`src/hdl/gpio_ctl_params.svh`:
```
// Offsets, field positions, reset values and codes of the pin control block.
// Included by gpio_pin_control_input only; holds definitions only.
`ifndef GPIO_CTL_PARAMS_SVH
`define GPIO_CTL_PARAMS_SVH

// ==========================================================
// Management address map
`define MGMT_ADDR_W        5
`define MGMT_DATA_W        16
`define PAGE_SEL_ADDR      5'h1F
`define PAGE_MAIN          16'h0000
`define PAGE_GENERAL       16'h0010
`define PIN_CTL_TWO_ADDR   5'h0E
`define PIN_INPUT_ADDR     5'h0F

// ==========================================================
// Fields of pin_control_two
`define HI_SEL_LSB         14
`define HOLD_OE_N_BIT      13
`define HOLD_OUT_BIT       12
`define HOLD_IN_BIT        11
`define RSVD_RW_BIT        10
`define LED_TRI_BIT        9
`define RSVD_RO_BIT        8
`define SEL_HANDOVER       2'h3
`define PIN_CTL_TWO_RESET  16'h2400

// ==========================================================
// Pins
`define GENERAL_PIN_COUNT  15
`define FIRST_SELECT_PIN   8

`endif

```
`src/hdl/gpio_ctl_pkg.sv`:
```
// Types shared by the pin control block.
// Assumes nothing of its surroundings.
package gpio_ctl_pkg;

  // Which management page the page-select register currently names
  typedef enum logic [1:0] {
    page_main_type_val,
    page_general_type_val,
    page_other_type_val
  } mgmt_page_type;

  // Two-bit pin selector code
  typedef logic [1:0] pin_sel_type;

endpackage

```
`src/hdl/gpio_pin_control_input.sv`:
```
// Pin control register and pin-input snapshot on the paged management space.
// Assumes a management front end that turns serial frames into one-cycle
// read and write strobes on ref_clk; pins are asynchronous.
// soft_rst is a same-clock level from the port's own reset logic; it
// returns the page selector to the main page and drops a pin_control_two write made in the same cycle.
//
// Contract
// - Bits 15:14 code 11 hands pins 12-14
// - Bit 13 low-active power-hold output enable
// - Bit 12 drives power-hold pin when output
// - Bit 11 reads power-hold pin, write ignored
// - Bit 9 set: LEDs float instead of high
// - Pairs 7:0 code 11 hand pins 11-8
// - Input register shows pins 14-0 levels
// - One shared page, survives software reset
`timescale 1ns/100ps
`include "gpio_ctl_params.svh"
module gpio_pin_control_input
  import gpio_ctl_pkg::*;
#(
  parameter int PIN_COUNT = `GENERAL_PIN_COUNT
)
(
  // Clock and reset
  input  wire logic                    ref_clk,
  input  wire logic                    rst,
  input  wire logic                    soft_rst,
  // Management register access
  input  wire logic [`MGMT_ADDR_W-1:0] mgmt_addr,
  input  wire logic                    mgmt_wr,
  input  wire logic [`MGMT_DATA_W-1:0] mgmt_wdata,
  input  wire logic                    mgmt_rd,
  output logic      [`MGMT_DATA_W-1:0] mgmt_rdata,
  output logic                         mgmt_rvalid,
  // General purpose pins
  input  wire logic [PIN_COUNT-1:0]    general_pin_in,
  output logic      [PIN_COUNT-1:0]    pin_handover,
  // Power-hold pin
  input  wire logic                    power_hold_pin_in,
  output logic                         power_hold_pin_out,
  output logic                         power_hold_pin_oe_n,
  // LED output style
  output logic                         led_tristate
);

  generate
    if (PIN_COUNT != `GENERAL_PIN_COUNT)
    begin : g_bad_count
      $error("gpio_pin_control_input: PIN_COUNT must be 15");
    end
  endgenerate

  // ==========================================================
  // Pin synchronisers

  logic [PIN_COUNT-1:0] pin_level;
  logic                 hold_level;

  level_sync #(
    .WIDTH    (PIN_COUNT + 1)
  ) u_pin_sync (
    .ref_clk  (ref_clk),
    .rst      (rst),
    .async_in ({power_hold_pin_in, general_pin_in}),
    .sync_out ({hold_level, pin_level})
  );

  // ==========================================================
  // Decoding

  function automatic mgmt_page_type page_of(input logic [15:0] value);
    if (value == `PAGE_MAIN)
      page_of = page_main_type_val;
    else if (value == `PAGE_GENERAL)
      page_of = page_general_type_val;
    else
      page_of = page_other_type_val;
  endfunction

  // Reserved selector codes leave the pin with nobody
  function automatic logic handed(input pin_sel_type code);
    handed = (code == `SEL_HANDOVER);
  endfunction

  // ==========================================================
  // Register state

  logic [`MGMT_DATA_W-1:0] page_reg;
  logic [`MGMT_DATA_W-1:0] page_next;
  logic [`MGMT_DATA_W-1:0] ctl_reg;
  logic [`MGMT_DATA_W-1:0] ctl_next;
  logic [`MGMT_DATA_W-1:0] rdata_reg;
  logic [`MGMT_DATA_W-1:0] rdata_next;
  logic                    rvalid_reg;
  logic                    rvalid_next;
  logic [PIN_COUNT-1:0]    handover_reg;
  logic [PIN_COUNT-1:0]    handover_next;
  logic                    hold_out_reg;
  logic                    hold_out_next;
  logic                    hold_oe_n_reg;
  logic                    hold_oe_n_next;
  logic                    led_tri_reg;
  logic                    led_tri_next;
  logic                    in_general;
  logic [`MGMT_DATA_W-1:0] ctl_view;
  logic [`MGMT_DATA_W-1:0] input_view;

  assign in_general = (page_of(page_reg) == page_general_type_val);

  always_comb
  begin
    page_next = page_reg;
    ctl_next  = ctl_reg;

    // Software reset returns to the main page and drops a same-cycle control write; the shared page keeps
    // its bits, since all four ports see the same copy
    if (soft_rst)
      page_next = `PAGE_MAIN;
    else if (mgmt_wr && mgmt_addr == `PAGE_SEL_ADDR)
      page_next = mgmt_wdata;

    if (!soft_rst && mgmt_wr && in_general
        && mgmt_addr == `PIN_CTL_TWO_ADDR)
    begin
      ctl_next = mgmt_wdata;
      // Read-only positions keep zero; the pin level is merged on read
      ctl_next[`HOLD_IN_BIT] = 1'h0;
      ctl_next[`RSVD_RO_BIT] = 1'h0;
    end
  end

  // Read view of the control register with the live pin level in bit 11
  always_comb
  begin
    ctl_view               = ctl_reg;
    ctl_view[`HOLD_IN_BIT] = hold_level;
    input_view             = '0;
    input_view[PIN_COUNT-1:0] = pin_level;
  end

  always_comb
  begin
    rvalid_next = mgmt_rd;
    rdata_next  = rdata_reg;
    if (mgmt_rd)
    begin
      if (mgmt_addr == `PAGE_SEL_ADDR)
        rdata_next = page_reg;
      else if (in_general && mgmt_addr == `PIN_CTL_TWO_ADDR)
        rdata_next = ctl_view;
      else if (in_general && mgmt_addr == `PIN_INPUT_ADDR)
        rdata_next = input_view;
      else
        rdata_next = '0;
    end
  end

  // ==========================================================
  // Pin-side outputs, taken from the stored control bits

  always_comb
  begin
    handover_next = '0;
    for (int i = 0; i < 4; i++)
      handover_next[`FIRST_SELECT_PIN + i] =
        handed(ctl_reg[2*i +: 2]);
    for (int i = 12; i < PIN_COUNT; i++)
      handover_next[i] = handed(ctl_reg[`HI_SEL_LSB +: 2]);
    hold_oe_n_next = ctl_reg[`HOLD_OE_N_BIT];
    // Data held at zero while the pin is an input avoids a stray level
    hold_out_next  = ctl_reg[`HOLD_OUT_BIT]
                     & ~ctl_reg[`HOLD_OE_N_BIT];
    led_tri_next   = ctl_reg[`LED_TRI_BIT];
  end

  // Register bus state
  always_ff @(posedge ref_clk or posedge rst)
  begin
    if (rst)
    begin
      page_reg   <= `PAGE_MAIN;
      ctl_reg    <= `PIN_CTL_TWO_RESET;
      rdata_reg  <= '0;
      rvalid_reg <= 1'h0;
    end
    else
    begin
      page_reg   <= page_next;
      ctl_reg    <= ctl_next;
      rdata_reg  <= rdata_next;
      rvalid_reg <= rvalid_next;
    end
  end

  // Pin-side state; reset levels match the control reset, so the pins
  // stay calm between reset and the first decoded edge
  always_ff @(posedge ref_clk or posedge rst)
  begin
    if (rst)
    begin
      handover_reg  <= '0;
      hold_out_reg  <= 1'h0;
      hold_oe_n_reg <= 1'h1;
      led_tri_reg   <= 1'h0;
    end
    else
    begin
      handover_reg  <= handover_next;
      hold_out_reg  <= hold_out_next;
      hold_oe_n_reg <= hold_oe_n_next;
      led_tri_reg   <= led_tri_next;
    end
  end

  // ==========================================================
  // Outputs, each straight from its register

  assign mgmt_rdata          = rdata_reg;
  assign mgmt_rvalid         = rvalid_reg;
  assign pin_handover        = handover_reg;
  assign power_hold_pin_out  = hold_out_reg;
  assign power_hold_pin_oe_n = hold_oe_n_reg;
  assign led_tristate        = led_tri_reg;

endmodule

```
`src/hdl/level_sync.sv`:
```
// Two-flop synchroniser for a bundle of independent levels.
// Assumes each bit is a slow level from a pin; no bus coherence implied.
`timescale 1ns/100ps
module level_sync
  import gpio_ctl_pkg::*;
#(
  parameter int WIDTH = 1
)
(
  // Clock and reset
  input  wire logic             ref_clk,
  input  wire logic             rst,
  // Levels
  input  wire logic [WIDTH-1:0] async_in,
  output logic      [WIDTH-1:0] sync_out
);

  generate
    if (WIDTH < 1)
    begin : g_bad_width
      $error("level_sync: WIDTH must be at least 1");
    end
  endgenerate

  // First stage is read only by the second stage
  logic [WIDTH-1:0] stage_one_reg;
  logic [WIDTH-1:0] stage_two_reg;

  always_ff @(posedge ref_clk or posedge rst)
  begin
    if (rst)
    begin
      stage_one_reg <= '0;
      stage_two_reg <= '0;
    end
    else
    begin
      stage_one_reg <= async_in;
      stage_two_reg <= stage_one_reg;
    end
  end

  assign sync_out = stage_two_reg;

endmodule

```
`config.mk`:
```
export PLATFORM = sky130hd
export DESIGN_NAME = gpio_pin_control_input
export DESIGN_NICKNAME = d
export VERILOG_FILES = /design/src/hdl/gpio_ctl_pkg.sv /design/src/hdl/gpio_pin_control_input.sv /design/src/hdl/level_sync.sv
export VERILOG_INCLUDE_DIRS = /design/src /design/src/hdl
export SDC_FILE = /design/constraint.sdc
export NUM_CORES = 1
export LEC_CHECK = 0
export BUFFER_PORTS_ARGS = -buffer_cell sky130_fd_sc_hd__buf_2
export CORE_AREA = 2 2 86 88
export DETAILED_ROUTE_END_ITERATION = 10
export DIE_AREA = 0 0 88 90
export HOLD_SLACK_MARGIN = 0.03
export PLACE_DENSITY = 0.75
export RECOVER_POWER = 25
export SLEW_MARGIN = 20
export SYNTH_ARGS = -nofsm -noshare
export SYNTH_HDL_FRONTEND = slang
export SYNTH_SLANG_ARGS = --single-unit
```
`constraint.sdc`:
```
create_clock -name ref_clk -period 2.9 [get_ports ref_clk]
set_input_delay 0.58 -clock ref_clk [delete_from_list [all_inputs] [get_ports ref_clk]]
set_output_delay 0.58 -clock ref_clk [all_outputs]
set_load 0.1 [all_outputs]
```
Yosys cells after proc, flatten, opt, wreduce, memory -nomap -nowiden
Cells that the tools add are included.
{"block": "op_classes", "muxes": 7, "bitwise": 2, "eq_ne": 10, "reduce_logical": 9}
{"op": "$mux 16", "count": 4}
{"op": "$eq 16x5->1 const B", "count": 1}
{"op": "$logic_not 16->1", "count": 1}
{"op": "$mux 15", "count": 1}
{"op": "$eq 2x2->1 const B", "count": 5}
{"op": "$eq 5x4->1 const B", "count": 2}
{"op": "$logic_and 1x1->1", "count": 6}
{"op": "$eq 5x5->1 const B", "count": 1}
{"op": "$mux 2", "count": 2}
{"op": "$eq 2x1->1 const B", "count": 1}
{"op": "$reduce_bool 2->1", "count": 1}
{"op": "$and 1x1->1", "count": 1}
{"op": "$logic_not 1->1", "count": 1}
{"op": "$not 1->1", "count": 1}
{"block": "totals", "ff_bits": 87, "wordCells": 38, "in_bits": 42}

Depth between registers and ports, before layout
Gate-level depths: netlist of the first run.
{"block": "logic_depth", "word_depth": 8, "mapped_depth": 6}

By module
From an unflattened synthesis of the first run, not the netlist that was laid out.
{"block": "unflattened", "hier_cells": 242, "area_unflattened_um2": 3278.1}
{"module": "gpio_pin_control_input", "area_each_um2": 2473.6, "cells_each": 209, "instances": 1}
{"module": "level_sync", "area_each_um2": 804.5, "cells_each": 33, "instances": 1}

Least setup slack after synthesis of the first run
Ideal clock, no wire load.
{"block": "synth_timing", "kind": "register to register", "startpoint": "register page_reg[11]", "endpoint": "register ctl_reg[0]", "required_time_ps": 2773, "path_stages_with_launch": 7, "arrival_ps": 1965, "path_buffers": 2, "period_less_slack_ps": 2092, "path_slack_ps": 808, "cell_sequence": "dfrtp_1 > or4_1 > nor4_2 > and4_1 > buf_4 > buf_6 > mux2_1"}
{"block": "synth_via", "elab_chain_cells": 6, "elab_cells_between_ends": 7, "classes_between": "2 x eq/ne; 2 x mux; 3 x reduce/logical"}
{"item": "start: declaration", "line_no": "gpio_pin_control_input.sv:88", "source": "logic [`MGMT_DATA_W-1:0] page_reg;"}
{"item": "start signal: assignment", "line_no": "gpio_pin_control_input.sv:181", "source": "page_reg <= `PAGE_MAIN;"}
{"item": "start signal: assignment", "line_no": "gpio_pin_control_input.sv:188", "source": "page_reg <= page_next;"}
{"item": "$eq 16x5->1 (no line)"}
{"item": "$mux 2", "line_no": "gpio_pin_control_input.sv:74", "source": "else if (value == `PAGE_GENERAL)"}
{"item": "$mux 2 (*)", "line_no": "gpio_pin_control_input.sv:72", "source": "if (value == `PAGE_MAIN)"}
{"item": "$eq 2x1->1 (*)", "line_no": "gpio_pin_control_input.sv:108", "source": "assign in_general = (page_of(page_reg) == page_general_type_val);"}
{"item": "$logic_and 1x1->1 (*)", "line_no": "gpio_pin_control_input.sv:122", "source": "if (!soft_rst && mgmt_wr && in_general"}
{"item": "$logic_and 1x1->1 (no line) (*)"}
{"item": "end signal: assignment", "line_no": "gpio_pin_control_input.sv:182", "source": "ctl_reg <= `PIN_CTL_TWO_RESET;"}
{"item": "end signal: assignment", "line_no": "gpio_pin_control_input.sv:189", "source": "ctl_reg <= ctl_next;"}
{"item": "end: declaration", "line_no": "gpio_pin_control_input.sv:90", "source": "logic [`MGMT_DATA_W-1:0] ctl_reg;"}
Mark *: on every way between the ends. The rest lies on a longest branch, timed or not.
A chain may end at the register's enable or synchronous reset.

Worst setup path in the final report of the first run
{"block": "layout_timing", "startpoint": "register page_reg[11]", "endpoint": "register ctl_reg[14]"}
The elaborated chain is that of the path after synthesis.

==> results of run 1 <==
[cell usage after synthesis (3+ instances only)]
library cell  number  area, um^2
a21oi_1           12        60.1
a22o_1            16         140
a31oi_1            3        18.8
a41oi_1           14         123
and2_1             5        31.3
buf_4             11        82.6
clkbuf_1          15        56.3
dfrtp_1           84        2100
dfstp_2            3        78.8
mux2_1            10         113
mux2_2             4        45.0
nand2b_1          12        75.1
nand3_1            3        15.0
nand4_1           16         100
nor2_1             7        26.3
o22ai_1           12        75.1
[routing by layer]
| layer | part of all wire | vias to the layer above | track usage |
|---|---|---|---|
| li1 | - | 1027 | - |
| met1 | 0.41 | 1128 | 0.273 |
| met2 | 0.48 | 129 | 0.275 |
| met3 | 0.086 | 18 | 0.0551 |
| met4 | 0.021 | 0 | 0.100 |
| met5 | 0 | - | 0 |
[power groups by stage]
| stage | combinational (mW) | clock (mW) | sequential, mW |
|---|---|---|---|
| floorplan | 0.126 | 0 | 1.42 |
| global placement | 0.331 | 0 | 1.30 |
| detailed placement | 0.333 | 0 | 1.30 |
| CTS | 0.334 | 1.01 | 1.27 |
| global route | 0.352 | 1.08 | 1.28 |
| finish | 0.332 | 0.993 | 1.27 |
[layout by cell type (no fill, tap or decap)]
master      instances
a41oi_1            14
nand3_1             3
dfrtp_1            84
nand2b_1           12
and4_1              2
mux2_2              4
dfstp_2             2
or4b_1              1
nor2_1              7
clkbuf_8           10
a31oi_1             3
a21bo_2             1
clkbuf_1            4
nand2_1             1
bufinv_16           3
dfstp_1             1
nor4_4              2
buf_12              1
a21oi_1            12
a221oi_1            2
and2_1              1
a22o_1             16
nand4_1            16
or4_1               2
buf_2              68
o22ai_1            12
nor2b_1             2
buf_4               5
conb_1              8
mux2_1             10
and3_1              1
clkinvlp_2          1
and2_0              4
[worst max-delay path, cell delays in order (launching register included)]
cell and delay [ns]:
dfrtp_1 0.40, or4_1 0.59, nor4_4 0.24, and4_1 0.69, mux2_2 0.41
[worst max path at each step]
| stage | end | slack, ns |
|---|---|---|
| after CTS | ctl_reg[14] | 0.45 |
| after global placement | ctl_reg[14] | 0.52 |
| after detailed placement | ctl_reg[14] | 0.47 |
| after floorplan | ctl_reg[0] | 0.07 |
| after global routing | ctl_reg[12] | 0.35 |
| final | ctl_reg[14] | 0.46 |
[final cells by class]
cell class	instances	area, um^2
clock buffers	13	149
clock inverters	3	90.1
fillers	596	3080
inverters	1	5.00
multi-input cells	136	987
flip-flops and latches	87	2180
well taps	99	124
repair buffers	75	402
[through the flow]
step	hold slack (ns)	cell area [um^2]	setup WS, ns	util	cells
3_3_place_gp	0.333	3700	0.516	0.527	398
4_1_cts	0.320	3940	0.455	0.561	414
5_1_grt	0.305	3940	0.350	0.561	414
6_report	0.340	3940	0.462	0.561	414
3_5_place_dp	0.335	3700	0.466	0.527	398
2_1_floorplan	0.331	3310	0.0748	-	253
[cell families (layout without fill, tap and decap cells)]
family | after synthesis | count (layout) | share of synthesized area
mux | 14 | 14 | 0.0479
other cells | 1 | 8 | 0.00114
flops | 87 | 87 | 0.663
compound gates | 60 | 60 | 0.135
simple gates | 54 | 54 | 0.103
buf+inv | 30 | 92 | 0.0498
==> flow_summary.toml, run 1 <==
[run_status]
run_status = "complete, but fails checks"
violations = "capacitance limit, slew limit"

[pwr]
p_switching_mw = 0.685
power_report.internal_total_mw = 1.91
power.ir.vdd_worst_mv = 0.294
cellLeakagePower_nw = 1.90
p_per_area_nw_per_um2 = 660
power_frac_clock = 0.382
power.combinational.fraction = 0.128
sw_frac_of_total = 0.263
p_total_mw = 2.60
share_seq_of_total_power = 0.490

[floorplanning]
start_util = 0.468
num_io_pins = 77
core.rowCount = 31
floorplan.core_area_um2 = 7020
die_x_um = 88
fp.dieArea_um2 = 7920
chipHeight_um = 90

[clocking]
clock_insertion_delay_worst_skew_ns = 0.34
tritoncts = "yes"
post_cts_setup_driven_buffer_insertion_count = 0
clock-sinks = 87
htree_levels = 3
cts.repair.resized = 0
cts_root_buf = "clkbuf_8"
cts-hold-fix-buffers = 0
cts_bufs_inserted = 9
clkTransAtPathRegs_ns = 0.08
cts-root-to-sink-buffers = 2

[layout]
synthToLayoutAreaGrowth_pct = 19.7
layout-drive-gt1-share = 0.308
finish.net_count = 352
final_antenna_diode_count = 0

[route]
wl_um = 7280
drc = 0
routed_via_count_divided_by_cell_count = 5.56
detail_route.iter0.violations = 169
antenna_violating_nets_post_route = 0
drt-wirelength-per-cell_um = 17.6
vias = 2302
dr.pass1.iters = 4

[hold_path]
hold_depth = 1
worstHoldPathType = "primary input to flip-flop"
hold-path-endpoint = "u_pin_sync.stage_one_reg[6]"
timing.hold.worst.start = "general_pin_in[6]"

[critical_path]
crit_path_start = "page_reg[11]"
setup.worst_path.end_class = "flip-flop"
worst_r2r_startpoint = "page_reg[11]"
crit_path_start_kind = "flip-flop"
timing.setup.critical_path_class = "flip-flop to flip-flop"
ff2ff_path_depth = 4
reg2reg_to = "ctl_reg[14]"
top_fanout_value_on_the_critical_path = 14
ff2ff_setup_slack_ns = 0.46
cp_data_required_time_ns = 3.13
cp.arrival_ns = 2.67

[timing]
final_max_slew_viol_count = 41
slew_headroom = -0.182
max_freq_ghz = 0.410
grt_setup_unrepaired = "false"
timing_worst_slew_pin_value_ns = 1.76
setup-violations-final = 0
report.final.hold_viol_count = 0
layout_worst_path_cycle_share = 0.841
final.setup.tns_ns = 0
final_period_minus_worst_setup_slack_ns = 2.44
clock-skew-final_ns = 0.00733

[global_route]
grt.overflow.total = 0
global_route_wire_length_before_repair_um = 11600
grt_max_degree = 48
grt_use_total = 0.195
antenna_found_initial = 0
number_of_global_route_vias_before_repair = 2311

[yosys]
synth_flop_cell = "dfrtp_1"
synthesis.yosys.warnings = 0
synthesis.area_per_instance_um2 = 13.4
ys_ff_latch = 87
netlist_area_um2 = 3290
synthCells = 246
async_reset_ff_frac = 1.00
synth_enable_flop_cells = 0
ys_seq_area_frac = 0.663
yosys.cell_types.count = 29

[job]
cap_viol_max_count = 1

[placed_design]
place.detailed.hpwl_um = 4740
io_buffer_count = 68
globalplace.congestion = 0.819
(Power assumes the default switching activity.)
==> run 2, diff against run 1 <==
- clock period: 2.9 -> 2.13 ns (I/O delays scaled with it)
==> flow_summary.toml, run 2 (synthesized netlist as in run 1, its figures left out) <==
[floorplanning]
floorplan.core_area_um2 = 7020
chipHeight_um = 90
start_util = 0.468
fp.dieArea_um2 = 7920
num_io_pins = 77
die_x_um = 88
core.rowCount = 31

[route]
wl_um = 7010
vias = 2269
routed_via_count_divided_by_cell_count = 5.45
detail_route.iter0.violations = 242
drt-wirelength-per-cell_um = 16.8
drc = 0
dr.pass1.iters = 4
antenna_violating_nets_post_route = 0

[clocking]
post_cts_setup_driven_buffer_insertion_count = 0
clock-sinks = 87
htree_levels = 3
cts_root_buf = "clkbuf_8"
cts-hold-fix-buffers = 0
cts.repair.resized = 0
tritoncts = "yes"
clock_insertion_delay_worst_skew_ns = 0.36
clkTransAtPathRegs_ns = 0.09
cts-root-to-sink-buffers = 2
cts_bufs_inserted = 9

[timing]
final_max_slew_viol_count = 0
final_period_minus_worst_setup_slack_ns = 2.12
layout_worst_path_cycle_share = 0.997
clock-skew-final_ns = 0.0125
setup-violations-final = 0
timing_worst_slew_pin_value_ns = 0.707
slew_headroom = 0.526
grt_setup_unrepaired = "true"
report.final.hold_viol_count = 0
max_freq_ghz = 0.471

[layout]
finish.net_count = 354
final_antenna_diode_count = 0
synthToLayoutAreaGrowth_pct = 20.9
fillers = 596
layout.cells.non_filler = 416
post-route-cell-area_um2 = 3980
layout-drive-gt1-share = 0.328
final_common_cell = "dfrtp_1"
final_cell_mix = "dfrtp_1 (84), buf_2 (67), nand4_1 (16), a22o_1 (16), a41oi_1 (14)"
finalCoreUtilization = 0.566

[pwr]
power.ir.vdd_worst_mv = 0.480
p_per_area_nw_per_um2 = 893
cellLeakagePower_nw = 1.93

[global_route]
global_route_wire_length_before_repair_um = 11700
antenna_found_initial = 0
grt.overflow.total = 0
number_of_global_route_vias_before_repair = 2238
grt_use_total = 0.196
grt_max_degree = 72

[run_status]
run_status = "finished clean"

[critical_path]
setup.worst_path.end_class = "flip-flop"
crit_path_start = "page_reg[3]"
crit_path_start_kind = "flip-flop"
top_fanout_value_on_the_critical_path = 7
timing.setup.critical_path_class = "flip-flop to flip-flop"
cp.arrival_ns = 2.36
worst_r2r_startpoint = "page_reg[3]"
cp_data_required_time_ns = 2.36

[job]
cap_viol_max_count = 0

[placed_design]
placed_cell_count = 400
globalplace.congestion = 0.802
io_buffer_count = 68
dpl-instance-area_um2 = 3720
place.detailed.hpwl_um = 4570

[hold_path]
worstHoldPathType = "primary input to asynchronous set/reset pin"
-- run 2: changes by cell type in the layout (fill, tap and decap cells not counted), sizes merged --
cell,previous run,this run
clkinvlp,1,2
buf,74,76
clkbuf,14,10
clkinv,0,2
inv,0,1
-- run 2: layout make-up --
cell class	instances	area, um^2	area share
clock buffers	9	124	0.0312
clock inverters	7	120	0.0302
inverters	1	5.00	0.00126
multi-input cells	136	991	0.249
flip-flops and latches	87	2180	0.549
well taps	99	124	0.0312
repair buffers	77	430	0.108
-- run 2: power breakdown --
part	internal [mW]	switching (mW)
Combinational	0.0857	0.365
Sequential	1.71	0.0257
Clock	0.782	0.584
Total	2.58	0.975
-- run 2: metal layers --
metal / track usage / share of wire / vias up
li1: - / - / 1037
met4: 0.101 / 0.029 / 0
met1: 0.293 / 0.44 / 1100
met2: 0.268 / 0.46 / 113
met3: 0.0404 / 0.069 / 19
met5: 0 / 0 / -
-- run 2: worst paths after layout --
path,to,slack (ns),depth (start not counted)
max,ctl_reg[2],0.007,5
min,u_pin_sync.stage_one_reg[1],0.11,2
max reg2reg,ctl_reg[2],0.007,5
min reg2reg,u_pin_sync.sync_out[6],0.35,0
max in group asynchronous,ctl_reg[10],1.22,3
min in group ref_clk,u_pin_sync.stage_one_reg[1],0.17,1
-- run 2: metrics by stage --
stage | hold slack, ns | setup TNS (ns) | total power [mW] | setup WS, ns
after global placement | 0.334 | 0 | 2.21 | 0.118
final | 0.114 | 0 | 3.55 | 0.00694
after global routing | 0.154 | -0.853 | 3.69 | -0.0788
after floorplan | 0.331 | 0 | 2.11 | 0.0375
after detailed placement | 0.335 | -0.000964 | 2.22 | -0.000964
after CTS | 0.0366 | 0 | 3.57 | 0.0139
-- run 2: worst max-delay path: stages (launching register included) --
cell and delay (ns):
dfrtp_1 0.41, or4b_4 0.57, nor4_4 0.27, and4_1 0.25
buf_4 0.17, mux2_1 0.33
==> run 3, diff against run 2 <==
- PLACE_DENSITY: 0.75 -> 0.8
==> flow_summary.toml, run 3 (synthesized netlist as in run 1, its figures left out) <==
[timing]
clock-skew-final_ns = 0.00876
setup-violations-final = 13
grt_setup_unrepaired = "true"
final.hold.worst_slack_ns = 0.164
finalWorstSetupSlack_ns = -0.0436
final_period_minus_worst_setup_slack_ns = 2.17
timing_worst_slew_pin_value_ns = 0.779
report.final.hold_viol_count = 0
layout_worst_path_cycle_share = 1.02
max_freq_ghz = 0.460
slew_headroom = 0.478
final_max_slew_viol_count = 0

[pwr]
power.ir.vdd_worst_mv = 0.594
p_total_mw = 3.62
p_per_area_nw_per_um2 = 860
cellLeakagePower_nw = 2.02

[layout]
fillers = 530
final_cell_mix = "dfrtp_1 (84), buf_2 (67), nand4_1 (16), a22o_1 (16), buf_4 (16)"
area_of_combinational_cells_with_multiple_inputs_um2 = 1070
final_antenna_diode_count = 0
finalCoreUtilization = 0.599
synthToLayoutAreaGrowth_pct = 27.9
layout.cells.non_filler = 429
layout-drive-gt1-share = 0.403
final_common_cell = "dfrtp_1"
sequential_cell_area_um2 = 2180
finish.net_count = 367

[global_route]
grt.overflow.total = 0
grt_max_degree = 31
antenna_found_initial = 0
global_route_wire_length_before_repair_um = 11400
number_of_global_route_vias_before_repair = 2248
grt_use_total = 0.193

[critical_path]
cp.arrival_ns = 2.42
timing.setup.critical_path_class = "flip-flop to flip-flop"
setup.worst_path.end_class = "flip-flop"
cp_data_required_time_ns = 2.37
top_fanout_value_on_the_critical_path = 7
crit_path_start_kind = "flip-flop"

[route]
vias = 2404
dr.pass1.iters = 4
detail_route.iter0.violations = 207
wl_um = 7760
antenna_violating_nets_post_route = 0
routed_via_count_divided_by_cell_count = 5.60
drc = 0
drt-wirelength-per-cell_um = 18.1

[floorplanning]
core.rowCount = 31
start_util = 0.468
num_io_pins = 77
floorplan.core_area_um2 = 7020
chipHeight_um = 90
die_x_um = 88
fp.dieArea_um2 = 7920

[placed_design]
placed_cell_count = 403
globalplace.congestion = 0.860
io_buffer_count = 68
place.detailed.hpwl_um = 4820

[clocking]
cts-root-to-sink-buffers = 2
tritoncts = "yes"
cts_bufs_inserted = 9
clkTransAtPathRegs_ns = 0.09
cts_root_buf = "clkbuf_8"
cts-hold-fix-buffers = 0
clock-sinks = 87
clock_insertion_delay_worst_skew_ns = 0.36
htree_levels = 3

[run_status]
violations = "setup timing"
run_status = "complete, but fails checks"

[job]
cap_viol_max_count = 0

[hold_path]
worstHoldPathType = "primary input to asynchronous set/reset pin"
-- run 3: final timing paths --
kind / from / to / slack [ns] / cells past startpoint
worst min-delay path: rst / u_pin_sync.stage_one_reg[1] / 0.16 / 2
max in group asynchronous: rst / power_hold_pin_oe_n / 1.24 / 3
worst min register to register: u_pin_sync.stage_one_reg[1] / u_pin_sync.sync_out[1] / 0.35 / 0
worst max-delay path: page_reg[7] / ctl_reg[0] / -0.04 / 5
worst max register to register: page_reg[7] / ctl_reg[0] / -0.04 / 5
min in group ref_clk: general_pin_in[0] / u_pin_sync.stage_one_reg[0] / 0.17 / 1
-- run 3: layout make-up --
type	instances	area share
Sequential cell	87	0.519
Timing Repair Buffer	90	0.135
Tap cell	99	0.0295
Multi-Input combinational cell	136	0.255
Clock inverter	5	0.0247
Inverter	1	0.00119
Clock buffer	11	0.0360
-- run 3: critical path, stage by stage (launching register included) --
cell	delay (ns)
dfrtp_1	0.41
or4_4	0.57
nor4_4	0.31
and4_4	0.31
buf_8	0.15
mux2_4	0.31
-- run 3: timing repair --
| item | 4_1_cts | 5_1_grt |
|---|---|---|
| setup buffers | 1 | 8 |
| resized for setup | 3 | 26 |
| pin swaps | 2 | 6 |
| gates cloned | 1 | 1 |
| setup endpoints to repair | 1 | 24 |
-- run 3: per-layer routing --
layer	vias to the layer above	routed length, um	GRT usage	part of all wire
li1	1063	-	-	-
met1	1161	3180	0.269	0.41
met2	157	3620	0.280	0.47
met3	23	716	0.0459	0.092
met4	0	249	0.103	0.032
met5	-	0	0	0
-- run 3: power by group --
part | internal (mW) | switching, mW
clock | 0.843 | 0.564
sequential | 1.71 | 0.0255
combinational | 0.0999 | 0.376
total | 2.65 | 0.965
-- run 3: through the flow --
stage	area [um^2]	TNS, ns	setup slack, ns
final	4200	-0.460	-0.0436
after global routing	4200	-1.12	-0.0878
after CTS	4020	-0.315	-0.0364
after detailed placement	3740	0	0.0389
after global placement	3740	0	0.105
after floorplan	3320	0	0.0375
